==> config.mk <==
export PLATFORM = sky130hd
export DESIGN_NAME = dsc_sequencer
export DESIGN_NICKNAME = d
export VERILOG_FILES = /design/src/rtl/dsc_pkg.sv /design/src/rtl/dsc_sar_core.sv /design/src/rtl/dsc_sequencer.sv
export VERILOG_INCLUDE_DIRS = /design/src /design/src/rtl
export SDC_FILE = /design/constraint.sdc
export NUM_CORES = 1
export LEC_CHECK = 0
export ABC_CLOCK_PERIOD_IN_PS = 6300
export BUFFER_PORTS_ARGS = -buffer_cell sky130_fd_sc_hd__buf_2
export CAP_MARGIN = 20
export CORE_MARGIN = 10
export CORE_UTILIZATION = 45
export DETAILED_ROUTE_END_ITERATION = 10
export PLACE_DENSITY = 0.69
export SLEW_MARGIN = 15
export SYNTH_ARGS = -nofsm -noshare
export SYNTH_HDL_FRONTEND = slang
export SYNTH_HIERARCHICAL = 1
export SYNTH_SLANG_ARGS = --single-unit
export TNS_END_PERCENT = 100
==> constraint.sdc <==
create_clock -name CLK_SYS -period 6.3 [get_ports CLK_SYS]
set_clock_uncertainty 0.05 [all_clocks]
set_input_delay 0 -clock CLK_SYS [delete_from_list [all_inputs] [get_ports CLK_SYS]]
set_output_delay 0 -clock CLK_SYS [all_outputs]
set_load 0.05 [all_outputs]
==> src/rtl/dsc_defs.svh <==
// Timing figures, reset values and encodings of the dual converter sequencer
`ifndef DSC_DEFS_SVH
`define DSC_DEFS_SVH

// ==========================================================
// Timing
`define DSC_CLK_PERIOD_NS   40
`define DSC_OSC_PERIOD_NS   80

// ==========================================================
// Result widths of the two variants
`define DSC_RES_W_NARROW    12
`define DSC_RES_W_WIDE      14

// ==========================================================
// Input span codes, {sel1, sel0}
`define DSC_SPAN_BIP10      2'h0
`define DSC_SPAN_BIP5       2'h1
`define DSC_SPAN_UNI10      2'h2
`define DSC_SPAN_BAD        2'h3

// ==========================================================
// Reset values
`define DSC_PAIR_DEFAULT    1'h0
`define DSC_PIN_IDLE        1'h1

`endif

==> src/rtl/dsc_pkg.sv <==
// Types shared by the dual converter sequencer and its converter core
package dsc_pkg;
  `include "dsc_defs.svh"

  // Input span selection
  typedef enum logic [1:0] {
    DSC_SPAN_BIP10 = `DSC_SPAN_BIP10,
    DSC_SPAN_BIP5  = `DSC_SPAN_BIP5,
    DSC_SPAN_UNI10 = `DSC_SPAN_UNI10,
    DSC_SPAN_BAD   = `DSC_SPAN_BAD
  } dsc_span_e_t;

  // Sequencer states
  typedef enum logic [1:0] {
    DSC_IDLE,
    DSC_CONV,
    DSC_PDOWN
  } dsc_seq_t;

  // Host pins that cross into the system clock domain together
  typedef struct packed {
    logic        conv_trigger_n;
    logic        frame_sel_n;
    logic        serial_clk;
    logic        reference_source_sel;
    logic [1:0]  input_span_sel;
    logic        pair_sel;
  } dsc_pins_t;
endpackage : dsc_pkg

==> src/rtl/dsc_sar_core.sv <==
// One successive approximation converter clocked by the system clock, its internal oscillator period counted out in system clocks
`timescale 1ns/100ps
`include "dsc_defs.svh"
module dsc_sar_core #(
  parameter int RES_W = `DSC_RES_W_WIDE
) (
  input  wire logic             clk,
  input  wire logic             rst_n,
  input  wire logic             start,
  input  wire logic [RES_W-1:0] sample,
  output logic      [RES_W-1:0] result,
  output logic                  done
);
  import dsc_pkg::*;

  // ==========================================================
  // Oscillator period in system clocks, rounded up
  localparam int OSC_CYC = (`DSC_OSC_PERIOD_NS + `DSC_CLK_PERIOD_NS - 1) / `DSC_CLK_PERIOD_NS;
  localparam int OSC_W   = (OSC_CYC > 1) ? $clog2(OSC_CYC) : 1;

  if (RES_W != `DSC_RES_W_NARROW && RES_W != `DSC_RES_W_WIDE) begin : g_bad_width
    $error("dsc_sar_core: result width must be 12 or 14");
  end

  // ==========================================================
  // State
  typedef struct packed {
    logic             active;   // Conversion running
    logic [OSC_W-1:0] osc;      // Oscillator phase
    logic [RES_W-1:0] mask;     // Bit under trial
    logic [RES_W-1:0] code;     // Offset binary code so far
    logic [RES_W-1:0] result;   // Two's complement result
    logic             done;     // End of conversion pulse
  } dsc_sar_st_t;

  dsc_sar_st_t q, d;
  logic tick;
  logic [RES_W-1:0] trial;

  // Next state: one bit decided per oscillator period
  always_comb begin
    d     = q;
    d.done = 1'h0;
    tick  = (q.osc == OSC_W'(OSC_CYC - 1));
    trial = q.code | q.mask;
    if (start) begin
      d.active = 1'h1;
      d.osc    = '0;
      d.mask   = {1'h1, {(RES_W-1){1'h0}}};
      d.code   = '0;
    end else if (q.active) begin
      d.osc = tick ? '0 : OSC_W'(q.osc + 1'h1);
      if (tick) begin
        if (sample >= trial) begin
          d.code = trial;
        end
        d.mask = q.mask >> 1;
        if (q.mask[0]) begin
          // Offset binary to two's complement: invert the top bit
          d.active = 1'h0;
          d.done   = 1'h1;
          d.result = {~d.code[RES_W-1], d.code[RES_W-2:0]};
        end
      end
    end
  end

  // State register
  always_ff @(posedge clk or negedge rst_n) begin
    if (!rst_n) begin
      q <= '0;
    end else begin
      q <= d;
    end
  end

  assign result = q.result;
  assign done   = q.done;
endmodule : dsc_sar_core

==> src/rtl/dsc_sequencer.sv <==
// Conversion sequencer and serial readout of a dual simultaneous sampling converter
`timescale 1ns/100ps
`include "dsc_defs.svh"
module dsc_sequencer #(
  parameter int RES_W = `DSC_RES_W_WIDE
) (
  input  wire logic                CLK_SYS,
  input  wire logic                RST_N,
  input  wire logic                CONV_TRIGGER_N,
  input  wire logic                FRAME_SEL_N,
  input  wire logic                SERIAL_CLK,
  input  wire logic                REFERENCE_SOURCE_SEL,
  input  wire logic                INPUT_SPAN_SEL0,
  input  wire logic                INPUT_SPAN_SEL1,
  input  wire logic                PAIR_SEL,
  input  wire logic [RES_W-1:0]    INPUT_A1,
  input  wire logic [RES_W-1:0]    INPUT_A2,
  input  wire logic [RES_W-1:0]    INPUT_B1,
  input  wire logic [RES_W-1:0]    INPUT_B2,
  output logic                     BUSY,
  output logic                     HOLD,
  output logic                     POWER_DOWN,
  output logic                     RESULT_OUT_A,
  output logic                     RESULT_OUT_A_OE,
  output logic                     RESULT_OUT_B,
  output logic                     RESULT_OUT_B_OE,
  output logic                     REF_INTERNAL,
  output dsc_pkg::dsc_span_e_t     SPAN_ACTIVE,
  output logic                     SPAN_FAULT,
  output logic                     PAIR_ACTIVE
);
  import dsc_pkg::*;

  // ==========================================================
  // Parameter checks
  // Only the two result widths of the family are served by the shift and core logic
  if (RES_W != `DSC_RES_W_NARROW && RES_W != `DSC_RES_W_WIDE) begin : g_bad_width
    $error("dsc_sequencer: result width must be 12 or 14");
  end

  // ==========================================================
  // State of the sequencer
  typedef struct packed {
    dsc_pins_t        meta;       // First synchroniser stage
    dsc_pins_t        sync;       // Second synchroniser stage
    dsc_pins_t        prev;       // Delayed copy for edge finding
    dsc_seq_t         seq;        // Sequencer state
    logic             busy;       // Busy flag
    logic             hold;       // Sample stages holding
    logic             pdown;      // Powered down
    logic             start;      // Start pulse to both cores
    logic             pair_cur;   // Pair used by this conversion
    logic             pair_next;  // Pair latched for the next one
    dsc_span_e_t      span;       // Span in use
    logic             span_bad;   // Forbidden span seen at start
    logic             ref_int;    // Reference source in use
    logic [RES_W-1:0] held_a;     // Held sample, converter A
    logic [RES_W-1:0] held_b;     // Held sample, converter B
    logic [RES_W-1:0] res_a;      // Last result, converter A
    logic [RES_W-1:0] res_b;      // Last result, converter B
    logic [RES_W-1:0] sh_a;       // Shift register, line A
    logic [RES_W-1:0] sh_b;       // Shift register, line B
    logic             out_a;      // Line A data
    logic             out_b;      // Line B data
    logic             oe;         // Drivers enabled
  } dsc_seq_st_t;

  dsc_seq_st_t      q, d;
  dsc_pins_t        pins_now;     // Raw pins gathered
  logic             trig_fall;    // Trigger falling edge
  logic             trig_rise;    // Trigger rising edge
  logic             frame_fall;   // Frame select falling edge
  logic             sclk_fall;    // Serial clock falling edge
  logic [RES_W-1:0] core_res_a;   // Core A result
  logic [RES_W-1:0] core_res_b;   // Core B result
  logic             core_done_a;  // Core A end of conversion
  logic             core_done_b;  // Core B end of conversion

  // ==========================================================
  // Helpers

  // Falling edge between delayed and current synchronised level
  function automatic logic fell(input logic prev_lvl, input logic cur_lvl);
    fell = prev_lvl & ~cur_lvl;
  endfunction : fell

  // Pick the sample of the selected pair
  // Used for both converters so the two pairs can never be mixed
  function automatic logic [RES_W-1:0] pick(input logic sel,
                                            input logic [RES_W-1:0] first,
                                            input logic [RES_W-1:0] second);
    pick = sel ? second : first;
  endfunction : pick

  // ==========================================================
  // Pin gathering
  // Every host pin is asynchronous to CLK_SYS; gathered so all share one synchroniser
  always_comb begin
    pins_now                      = '0;
    pins_now.conv_trigger_n       = CONV_TRIGGER_N;
    pins_now.frame_sel_n          = FRAME_SEL_N;
    pins_now.serial_clk           = SERIAL_CLK;
    pins_now.reference_source_sel = REFERENCE_SOURCE_SEL;
    pins_now.input_span_sel       = {INPUT_SPAN_SEL1, INPUT_SPAN_SEL0};
    pins_now.pair_sel             = PAIR_SEL;
  end

  // ==========================================================
  // Converter cores, both on the same internal timing
  // Same start pulse and same oscillator count, so both finish on the same edge
  dsc_sar_core #(
    .RES_W (RES_W)
  ) u_core_a (
    .clk    (CLK_SYS),
    .rst_n  (RST_N),
    .start  (q.start),
    .sample (q.held_a),
    .result (core_res_a),
    .done   (core_done_a)
  );

  dsc_sar_core #(
    .RES_W (RES_W)
  ) u_core_b (
    .clk    (CLK_SYS),
    .rst_n  (RST_N),
    .start  (q.start),
    .sample (q.held_b),
    .result (core_res_b),
    .done   (core_done_b)
  );

  // ==========================================================
  // Next state
  always_comb begin
    d = q;

    // Synchronisers: stage one feeds stage two only
    // Edge finders look at stage two and its delayed copy, never at stage one,
    // so a metastable first stage cannot reach the sequencer
    d.meta = pins_now;
    d.sync = q.meta;
    d.prev = q.sync;

    // Edges on synchronised pins
    trig_fall  = fell(q.prev.conv_trigger_n, q.sync.conv_trigger_n);
    trig_rise  = fell(q.sync.conv_trigger_n, q.prev.conv_trigger_n);
    frame_fall = fell(q.prev.frame_sel_n, q.sync.frame_sel_n);
    sclk_fall  = fell(q.prev.serial_clk, q.sync.serial_clk);

    // Reference source follows its strap level
    d.ref_int = q.sync.reference_source_sel;

    // Start pulse lasts one cycle
    // A longer pulse would restart the cores on every cycle it stands
    d.start = 1'h0;

    // Trigger falls outside IDLE are dropped on purpose: a fall while
    // converting would otherwise restart both cores half way through
    unique case (q.seq)
      // Waiting for a trigger
      DSC_IDLE: begin
        if (trig_fall) begin
          d.seq   = DSC_CONV;
          d.busy  = 1'h1;
          d.hold  = 1'h1;
          d.start = 1'h1;
          // Both inputs captured on the same edge
          d.held_a = pick(q.pair_next, INPUT_A1, INPUT_A2);
          d.held_b = pick(q.pair_next, INPUT_B1, INPUT_B2);
          // Pair latched last busy rise applies now, new one latched
          d.pair_cur  = q.pair_next;
          d.pair_next = q.sync.pair_sel;
          // Span is frozen per conversion; a change in between counts at the next start
          // Forbidden span keeps the old one and flags it
          if (q.sync.input_span_sel == `DSC_SPAN_BAD) begin
            d.span_bad = 1'h1;
          end else begin
            d.span_bad = 1'h0;
            d.span     = dsc_span_e_t'(q.sync.input_span_sel);
          end
        end
      end

      // Conversion in progress on the internal oscillator
      DSC_CONV: begin
        if (core_done_a && core_done_b) begin
          d.busy  = 1'h0;
          d.hold  = 1'h0;
          // Results copied here so a later readout sees steady words
          d.res_a = core_res_a;
          d.res_b = core_res_b;
          // Trigger still low at the end means power down
          if (!q.sync.conv_trigger_n) begin
            d.seq   = DSC_PDOWN;
            d.pdown = 1'h1;
          end else begin
            d.seq = DSC_IDLE;
          end
        end
      end

      // Powered down until the trigger rises
      // A trigger fall alone does nothing here; the host raises it first
      DSC_PDOWN: begin
        if (trig_rise) begin
          d.seq   = DSC_IDLE;
          d.pdown = 1'h0;
        end
      end

      // Unused state code: back to waiting with nothing running
      default: begin
        d.seq   = DSC_IDLE;
        d.busy  = 1'h0;
        d.hold  = 1'h0;
        d.pdown = 1'h0;
      end
    endcase

    // Serial readout, independent of the conversion timing
    // Data change on the host clock fall, so each bit is settled by the rise
    // at which the host takes it; pin to line takes about three system clocks,
    // so the host clock must run well below the system clock
    if (q.sync.frame_sel_n) begin
      d.oe    = 1'h0;
      d.out_a = 1'h0;
      d.out_b = 1'h0;
    end else begin
      d.oe = 1'h1;
      if (frame_fall) begin
        // Frame start: load both results, top bit first
        d.sh_a  = q.res_a;
        d.sh_b  = q.res_b;
        d.out_a = q.res_a[RES_W-1];
        d.out_b = q.res_b[RES_W-1];
      end else if (sclk_fall) begin
        // Both lines advance on the same host clock edge
        d.sh_a  = q.sh_a << 1;
        d.sh_b  = q.sh_b << 1;
        d.out_a = q.sh_a[RES_W-2];
        d.out_b = q.sh_b[RES_W-2];
      end
    end
  end

  // ==========================================================
  // State register
  always_ff @(posedge CLK_SYS or negedge RST_N) begin
    if (!RST_N) begin
      q                     <= '0;
      q.meta.conv_trigger_n <= `DSC_PIN_IDLE;
      q.meta.frame_sel_n    <= `DSC_PIN_IDLE;
      q.sync.conv_trigger_n <= `DSC_PIN_IDLE;
      q.sync.frame_sel_n    <= `DSC_PIN_IDLE;
      q.prev.conv_trigger_n <= `DSC_PIN_IDLE;
      q.prev.frame_sel_n    <= `DSC_PIN_IDLE;
      // Host clock idles high too; no false edge once reset is released
      q.meta.serial_clk     <= `DSC_PIN_IDLE;
      q.sync.serial_clk     <= `DSC_PIN_IDLE;
      q.prev.serial_clk     <= `DSC_PIN_IDLE;
      q.seq                 <= DSC_IDLE;
      q.pair_cur            <= `DSC_PAIR_DEFAULT;
      q.pair_next           <= `DSC_PAIR_DEFAULT;
      q.span                <= DSC_SPAN_BIP10;
    end else begin
      q <= d;
    end
  end

  // ==========================================================
  // Outputs, all straight from the state register
  // Both line drivers share one enable, since the two lines are framed together
  assign BUSY            = q.busy;
  assign HOLD            = q.hold;
  assign POWER_DOWN      = q.pdown;
  assign RESULT_OUT_A    = q.out_a;
  assign RESULT_OUT_A_OE = q.oe;
  assign RESULT_OUT_B    = q.out_b;
  assign RESULT_OUT_B_OE = q.oe;
  assign REF_INTERNAL    = q.ref_int;
  assign SPAN_ACTIVE     = q.span;
  assign SPAN_FAULT      = q.span_bad;
  assign PAIR_ACTIVE     = q.pair_cur;
endmodule : dsc_sequencer

Word-level counts from Yosys, hierarchy flattened

Index checks and enable logic that the tools add are counted.

Output and inout bits: 12
RAM bits: 0
Flip-flop bits (word level): 204
Memories kept: 0
Word-level logic and storage cells: 134
ROM bits: 0
Latch bits: 0
Bits of input ports: 65

Multipliers: 0
Reduce and logical (&&, ||, !) cells: 19
Equality and inequality tests: 7
Div/mod/pow operators: 0
Magnitude comparators: 2
Shift operators: 0
Bitwise gates (word level): 16
Add/sub/neg operators: 2
Multiplexer cells: 42

Operators by type and width:

| kind                                          | number |
|---|---|
| 14-bit two-way mux                            | 10 |
| 45-bit two-way mux                            | 2 |
| 43-bit two-way mux                            | 2 |
| 30-bit two-way mux                            | 2 |
| 29-bit two-way mux                            | 2 |
| 15-bit two-way mux                            | 2 |
| 14-bit greater-or-equal comparator            | 2 |
| 14-bit OR                                     | 2 |
| 6-bit two-way mux                             | 2 |
| 2-bit case mux with 3 select lines            | 2 |
| 4-bit AND reduction                           | 3 |
| 1-bit two-way mux                             | 11 |
| 1-bit inverter                                | 10 |
| 2-bit AND reduction                           | 5 |
| 2-bit nonzero test                            | 5 |
| 3-bit AND reduction                           | 3 |
| 2-bit inequality test (second input constant) | 4 |
| 2-bit two-way mux                             | 3 |
| 5-bit two-way mux                             | 1 |
| 1-bit AND                                     | 4 |
| 2-bit equality test (second input constant)   | 2 |
| 4-bit two-way mux                             | 1 |
| 3-bit two-way mux                             | 1 |
| 1-bit case mux with 3 select lines            | 1 |
| 5 further kinds                               | 6 |

Logic depth before layout (Yosys ltp)

Depth after elaboration: 11
Gate-level depth with buffers: 8
Mapped depth without buffers: 7

Cells and area by module

Netlist, hierarchy kept.

By module, submodules not included:

| module        | area an instance (um^2) | cells an instance | times used | seq. area each (um^2) |
|---|---|---|---|---|
| dsc_sar_core  | 2338.5                  | 249               | 2          | 1126.1 |
| dsc_sequencer | 4658.2                  | 343               | 1          | 2839.0 |

Least setup slack after synthesis

OpenSTA, ideal clock, no wires.

Path type: reg-to-reg
From: register u_core_a/q[29] in the netlist's numbering
To: register u_core_a/q[19] in the netlist's numbering
Period minus slack after synthesis: 1.978 ns
Stages on the path, launching flop included: 8
Path slack: 4.322 ns
Path buffers: 1
Data required time: 6.117 ns
Setup time: 0.133 ns
Arrival time: 1.796 ns
Cell sequence: dfrtp_1 -> or2_2 -> ha_1 -> nand4_1 -> o21ai_0 -> a221oi_4 -> buf_6 -> o22ai_1

Word-level cells in the longest chain between the ends: 9

Ends and longest elaborated chain:

| what                               | line               | source |
|---|---|---|
| start, declared                    | dsc_sar_core.sv:36 | `dsc_sar_st_t q, d;` |
| start signal, assigned             | dsc_sar_core.sv:71 | `q <= '0;` |
| start signal, assigned             | dsc_sar_core.sv:73 | `q <= d;` |
| 14-bit OR                          | dsc_sar_core.sv:45 | `trial = q.code \| q.mask;` |
| 14-bit greater-or-equal comparator | dsc_sar_core.sv:54 | `if (sample >= trial) begin` |
| 14-bit two-way mux                 | dsc_sar_core.sv:54 |  |
| 14-bit two-way mux                 | dsc_sar_core.sv:53 | `if (tick) begin` |
| 14-bit two-way mux                 | dsc_sar_core.sv:51 | `end else if (q.active) begin` |
| 14-bit two-way mux                 | dsc_sar_core.sv:46 | `if (start) begin` |
| 43-bit two-way mux                 | dsc_sar_core.sv:53 |  |
| 45-bit two-way mux                 | dsc_sar_core.sv:51 |  |
| 30-bit two-way mux                 | dsc_sar_core.sv:46 |  |

No other way between the ends. The select of a mux whose other input is x is not followed.
A chain may end at the register's enable or synchronous reset.

Worst setup path in the final report

From: register u_core_b/q[32] in the netlist's numbering
To: register u_core_b/q[24] in the netlist's numbering

Word-level cells in the longest chain between the ends: 9

Ends and longest elaborated chain:

| what                               | line |
|---|---|
| start, declared                    | dsc_sar_core.sv:36 |
| start signal, assigned             | dsc_sar_core.sv:71 |
| start signal, assigned             | dsc_sar_core.sv:73 |
| 14-bit OR                          | dsc_sar_core.sv:45 |
| 14-bit greater-or-equal comparator | dsc_sar_core.sv:54 |
| 14-bit two-way mux                 | dsc_sar_core.sv:54 |
| 14-bit two-way mux                 | dsc_sar_core.sv:53 |
| 14-bit two-way mux                 | dsc_sar_core.sv:51 |
| 14-bit two-way mux                 | dsc_sar_core.sv:46 |
| 43-bit two-way mux                 | dsc_sar_core.sv:53 |
| 45-bit two-way mux                 | dsc_sar_core.sv:51 |
| 30-bit two-way mux                 | dsc_sar_core.sv:46 |

No other way between the ends. The select of a mux whose other input is x is not followed.

==> summary.md <==
| Metric | Value |
|---|---|
| Outcome | `complete, no violations` |
| Reg2reg end | `u_core_b/q[24]$_DFFE_PN0P_` |
| Root Buffer | `clkbuf_16` |
| Num CTS Buffers | `22` |
| Drc violations | `0` |
| Leakage | `5.320 nW` |
| Crit path kind | `flop to flop` |
| Number of I/O pins | `77` |
| RD Place Congestion | `0.7793` |
| Iter 0 DRT Violations | `326` |
| Vias in the first global route | `6446` |
| Final wirelength | `18.89 mm` |
| IO Port Bufs | `76` |
| Tot Pwr | `4.792 mW` |
| ANT nets after route | `0` |
| Maximum resistive drop on vdd | `0.0003063 V` |
| Worst path buffer plus inverter count | `0` |
| Num rows | `52` |
| CTS tree | `done` |
| Clock latency at the later pin of the worst-skew pair | `500 ps` |
| Worst Tran Pin Value | `1146 ps` |
| CP max FO | `28` |
| R2r setup slk | `3570 ps` |
| CTS sink cnt | `203` |
| Peak Freq | `366.1 MHz` |
| Post-Syn Area | `9335 um^2` |
| Top cell family by delay on the critical path | `compound AO/OA/AOI/OAI gates` |
| Critical Path RT | `6560 ps` |
| RSZ-0062 raised after global routing | `false` |
| Final setup vio count | `0` |
| DRT Pass-1 Iters | `7` |
| Most common cell in the synthesized netlist | `dfrtp_1` |
| Reg2reg path depth | `6` |
| YS warnings | `6` |
| Setup TNS Final | `0 ps` |
| Synth cell types | `43` |
| Area taken by multi-input logic gates | `3600 um^2` |
| Chip Height | `164.0 um` |
| Die footprint | `26910 um^2` |
| Pwr/cell area | `435.6 nW/um^2` |
| Yosys top cell by area | `dfrtp_1` |
| Clk buf depth | `3` |
| Fin nets | `1034` |
| DP HPWL | `11.54 mm` |
| Syn_nets | `934` |
| Tmin final | `2732 ps` |
| Gr usage total | `0.1419` |
| Critical Path Max Stage Delay | `950 ps` |
| Final period util | `0.4336` |
| Core Area | `20300 um^2` |
| Worst R2R Start | `u_core_b/q[32]$_DFFE_PN0P_` |
| Switching share of power | `0.3713` |
| Net Switching | `1.779 mW` |
| Register Area | `5092 um^2` |
| Final hold vios | `0` |
| Area Overhead vs Synth | `17.84%` |
| Top cell type's share of synthesized area | `0.5200` |
| Arrival time of the worst setup path | `2990 ps` |
| Number of flops mapped to enable cells by yosys | `0` |
| Largest net degree at the start of global routing | `132` |
| MaxCap Viol Count | `0` |
| Via/cell ratio | `5.070` |
| Final Max Slew Viols | `0` |
| Min-delay src | `REFERENCE_SOURCE_SEL` |
| Register bit total from synthesis | `203` |
| Initial Utilization | `0.4599` |
| Synth area leaders | `dfrtp_1 52%, mux2_2 9.5%, nand2_1 6.0%` |
| H-tree levels | `1` |
| Initial antenna violation count | `0` |
| Share of layout cells above drive strength 1 | `0.2374` |
| Clock share of power | `0.258` |
| Avg WL per Cell | `15.40 um` |
| Clk pin slew, worst setup/hold paths | `60 ps` |
| Synth top cells by count | `194 x dfrtp_1, 149 x nand2_1, 79 x mux2_2, 52 x mux2i_1, 43 x a21oi_1` |
| Internal power | `3.013 mW` |
| Slowest CP cell | `a221oi_4` |
| Sequential share of power | `0.396` |
| First-pass GRT wire length | `32.32 mm` |
| Hold/Removal Path Class | `input pin to flop` |
| Slew margin rel. | `0.2362` |
| Synth Flop Type | `dfrtp_1` |
| Synth async-reset ratio | `1.000` |
| Fillers | `1734` |
| Combinational fraction of design power | `0.346` |
| Hold Path Sink | `d[109]$_DFF_PN0_` |
| Cells after Synth | `841` |
| Seq/Total Area, Yosys | `0.5454` |
| Total number of vias | `6216` |
| Worst Setup End Kind | `flop` |
| Hold path depth | `2` |
| Die X | `164.0 um` |
| Mean post-synth cell area | `11.10 um^2` |
| Worst setup SP type | `flop` |
| Inserted Diodes | `0` |
| Total gr overflow | `0` |
| Critical-path cell list | `nor2_1, ha_1, a21oi_1, o221ai_1, a221oi_4, o22ai_1` |
==> power groups by stage <==
stage	logic [mW]	registers, mW	clock network, mW
after floorplan	1.35	1.85	0
after global placement	1.52	1.90	0
after detailed placement	1.57	1.91	0
after CTS	1.65	1.89	1.27
after global routing	1.86	1.95	1.32
final	1.66	1.90	1.24
==> stage by stage <==
step,area (um^2),hold WS (ps),cells,setup WS [ps],util
finish,11000,83.10,1226,3568,0.5419
global route,11000,89.12,1226,3360,0.5419
CTS,10960,64.62,1224,3557,0.5399
detailed placement,9618,56.26,1121,3577,0.4738
global placement,9618,56.97,1121,3664,0.4738
floorplan,9335,-345.6,841,4322,-
==> kinds of logic (layout without fill, tap and decap cells) <==
kind of cell,count (synthesis),count (layout),share of synthesized area
AOI/OAI and AO/OA,149,149,0.09556
adders and majority gates,28,28,0.03753
muxes,132,132,0.1523
and+or+nand+nor,212,212,0.09797
buffers and inverters,115,230,0.06943
DFF,203,203,0.5454
xor gates and xnor gates,2,2,0.001877
==> flip-flops by register name, indices dropped and copies added (netlist names), 2 cells and up <==
name / flops
d: 14
u_core_b/result: 14
q: 89
u_core_a/q: 29
u_core_a/result: 14
SPAN_ACTIVE: 2
u_core_b/q: 29
==> cells in the final DEF, fill, tap and decap left out, types with 4 or more instances in the layout <==
cell           synthesis  layout
o221ai_1               4       4
nand2_1              149     149
ha_1                  28      28
nand4_1                5       5
a21o_1                 4       4
buf_4                 34       5
inv_1                 41      41
clkbuf_16              0      22
nand2_2                4       4
dlygate4sd3_1          0      65
o22ai_1               30      30
clkbuf_1              16       7
nor2_1                31      31
dfstp_2                9       9
o21ai_0               42      42
clkbuf_8               0       5
buf_2                 11      75
mux2_2                79      79
a21oi_1               43      43
dfrtp_1              194     193
mux2i_1               52      52
o21ai_1               14      14
==> area by class of cell <==
| class | instances | share of cell area |
|---|---|---|
| flip-flops and latches | 203 | 0.4629 |
| multi-input cells | 523 | 0.3272 |
| repair buffers | 147 | 0.1004 |
| clock buffers | 33 | 0.05744 |
| well taps | 270 | 0.03071 |
| inverters | 44 | 0.01501 |
| clock inverters | 6 | 0.006256 |
==> how the worst max path moves through the flow <==
stage                                    start                             end  slack, ps  depth (start not counted)
finish              u_core_b/q[32]$_DFFE_PN0P_      u_core_b/q[24]$_DFFE_PN0P_       3570                          6
global route        u_core_b/q[32]$_DFFE_PN0P_  u_core_b/result[6]$_DFFE_PN0P_       3360                          6
CTS                 u_core_b/q[32]$_DFFE_PN0P_      u_core_b/q[24]$_DFFE_PN0P_       3560                          6
detailed placement  u_core_b/q[32]$_DFFE_PN0P_  u_core_b/result[4]$_DFFE_PN0P_       3580                          6
global placement    u_core_b/q[32]$_DFFE_PN0P_  u_core_b/result[4]$_DFFE_PN0P_       3660                          6
floorplan           u_core_a/q[29]$_DFFE_PN0P_      u_core_a/q[19]$_DFFE_PN0P_       4320                          7
==> timing repair <==
| item | CTS | global route |
|---|---|---|
| resized for setup | 0 | 0 |
| setup buffers | 0 | 0 |
| hold buffers | 64 | 1 |
| endpoints found under the hold margin | 162 | 34 |
==> layer usage <==
metal,track usage,part of all wire
met5,0,0
met3,0.02778,0.047
met2,0.2162,0.44
met4,0.04102,0.018
met1,0.2013,0.49
No activity file was read; power rests on OpenSTA's default activity.
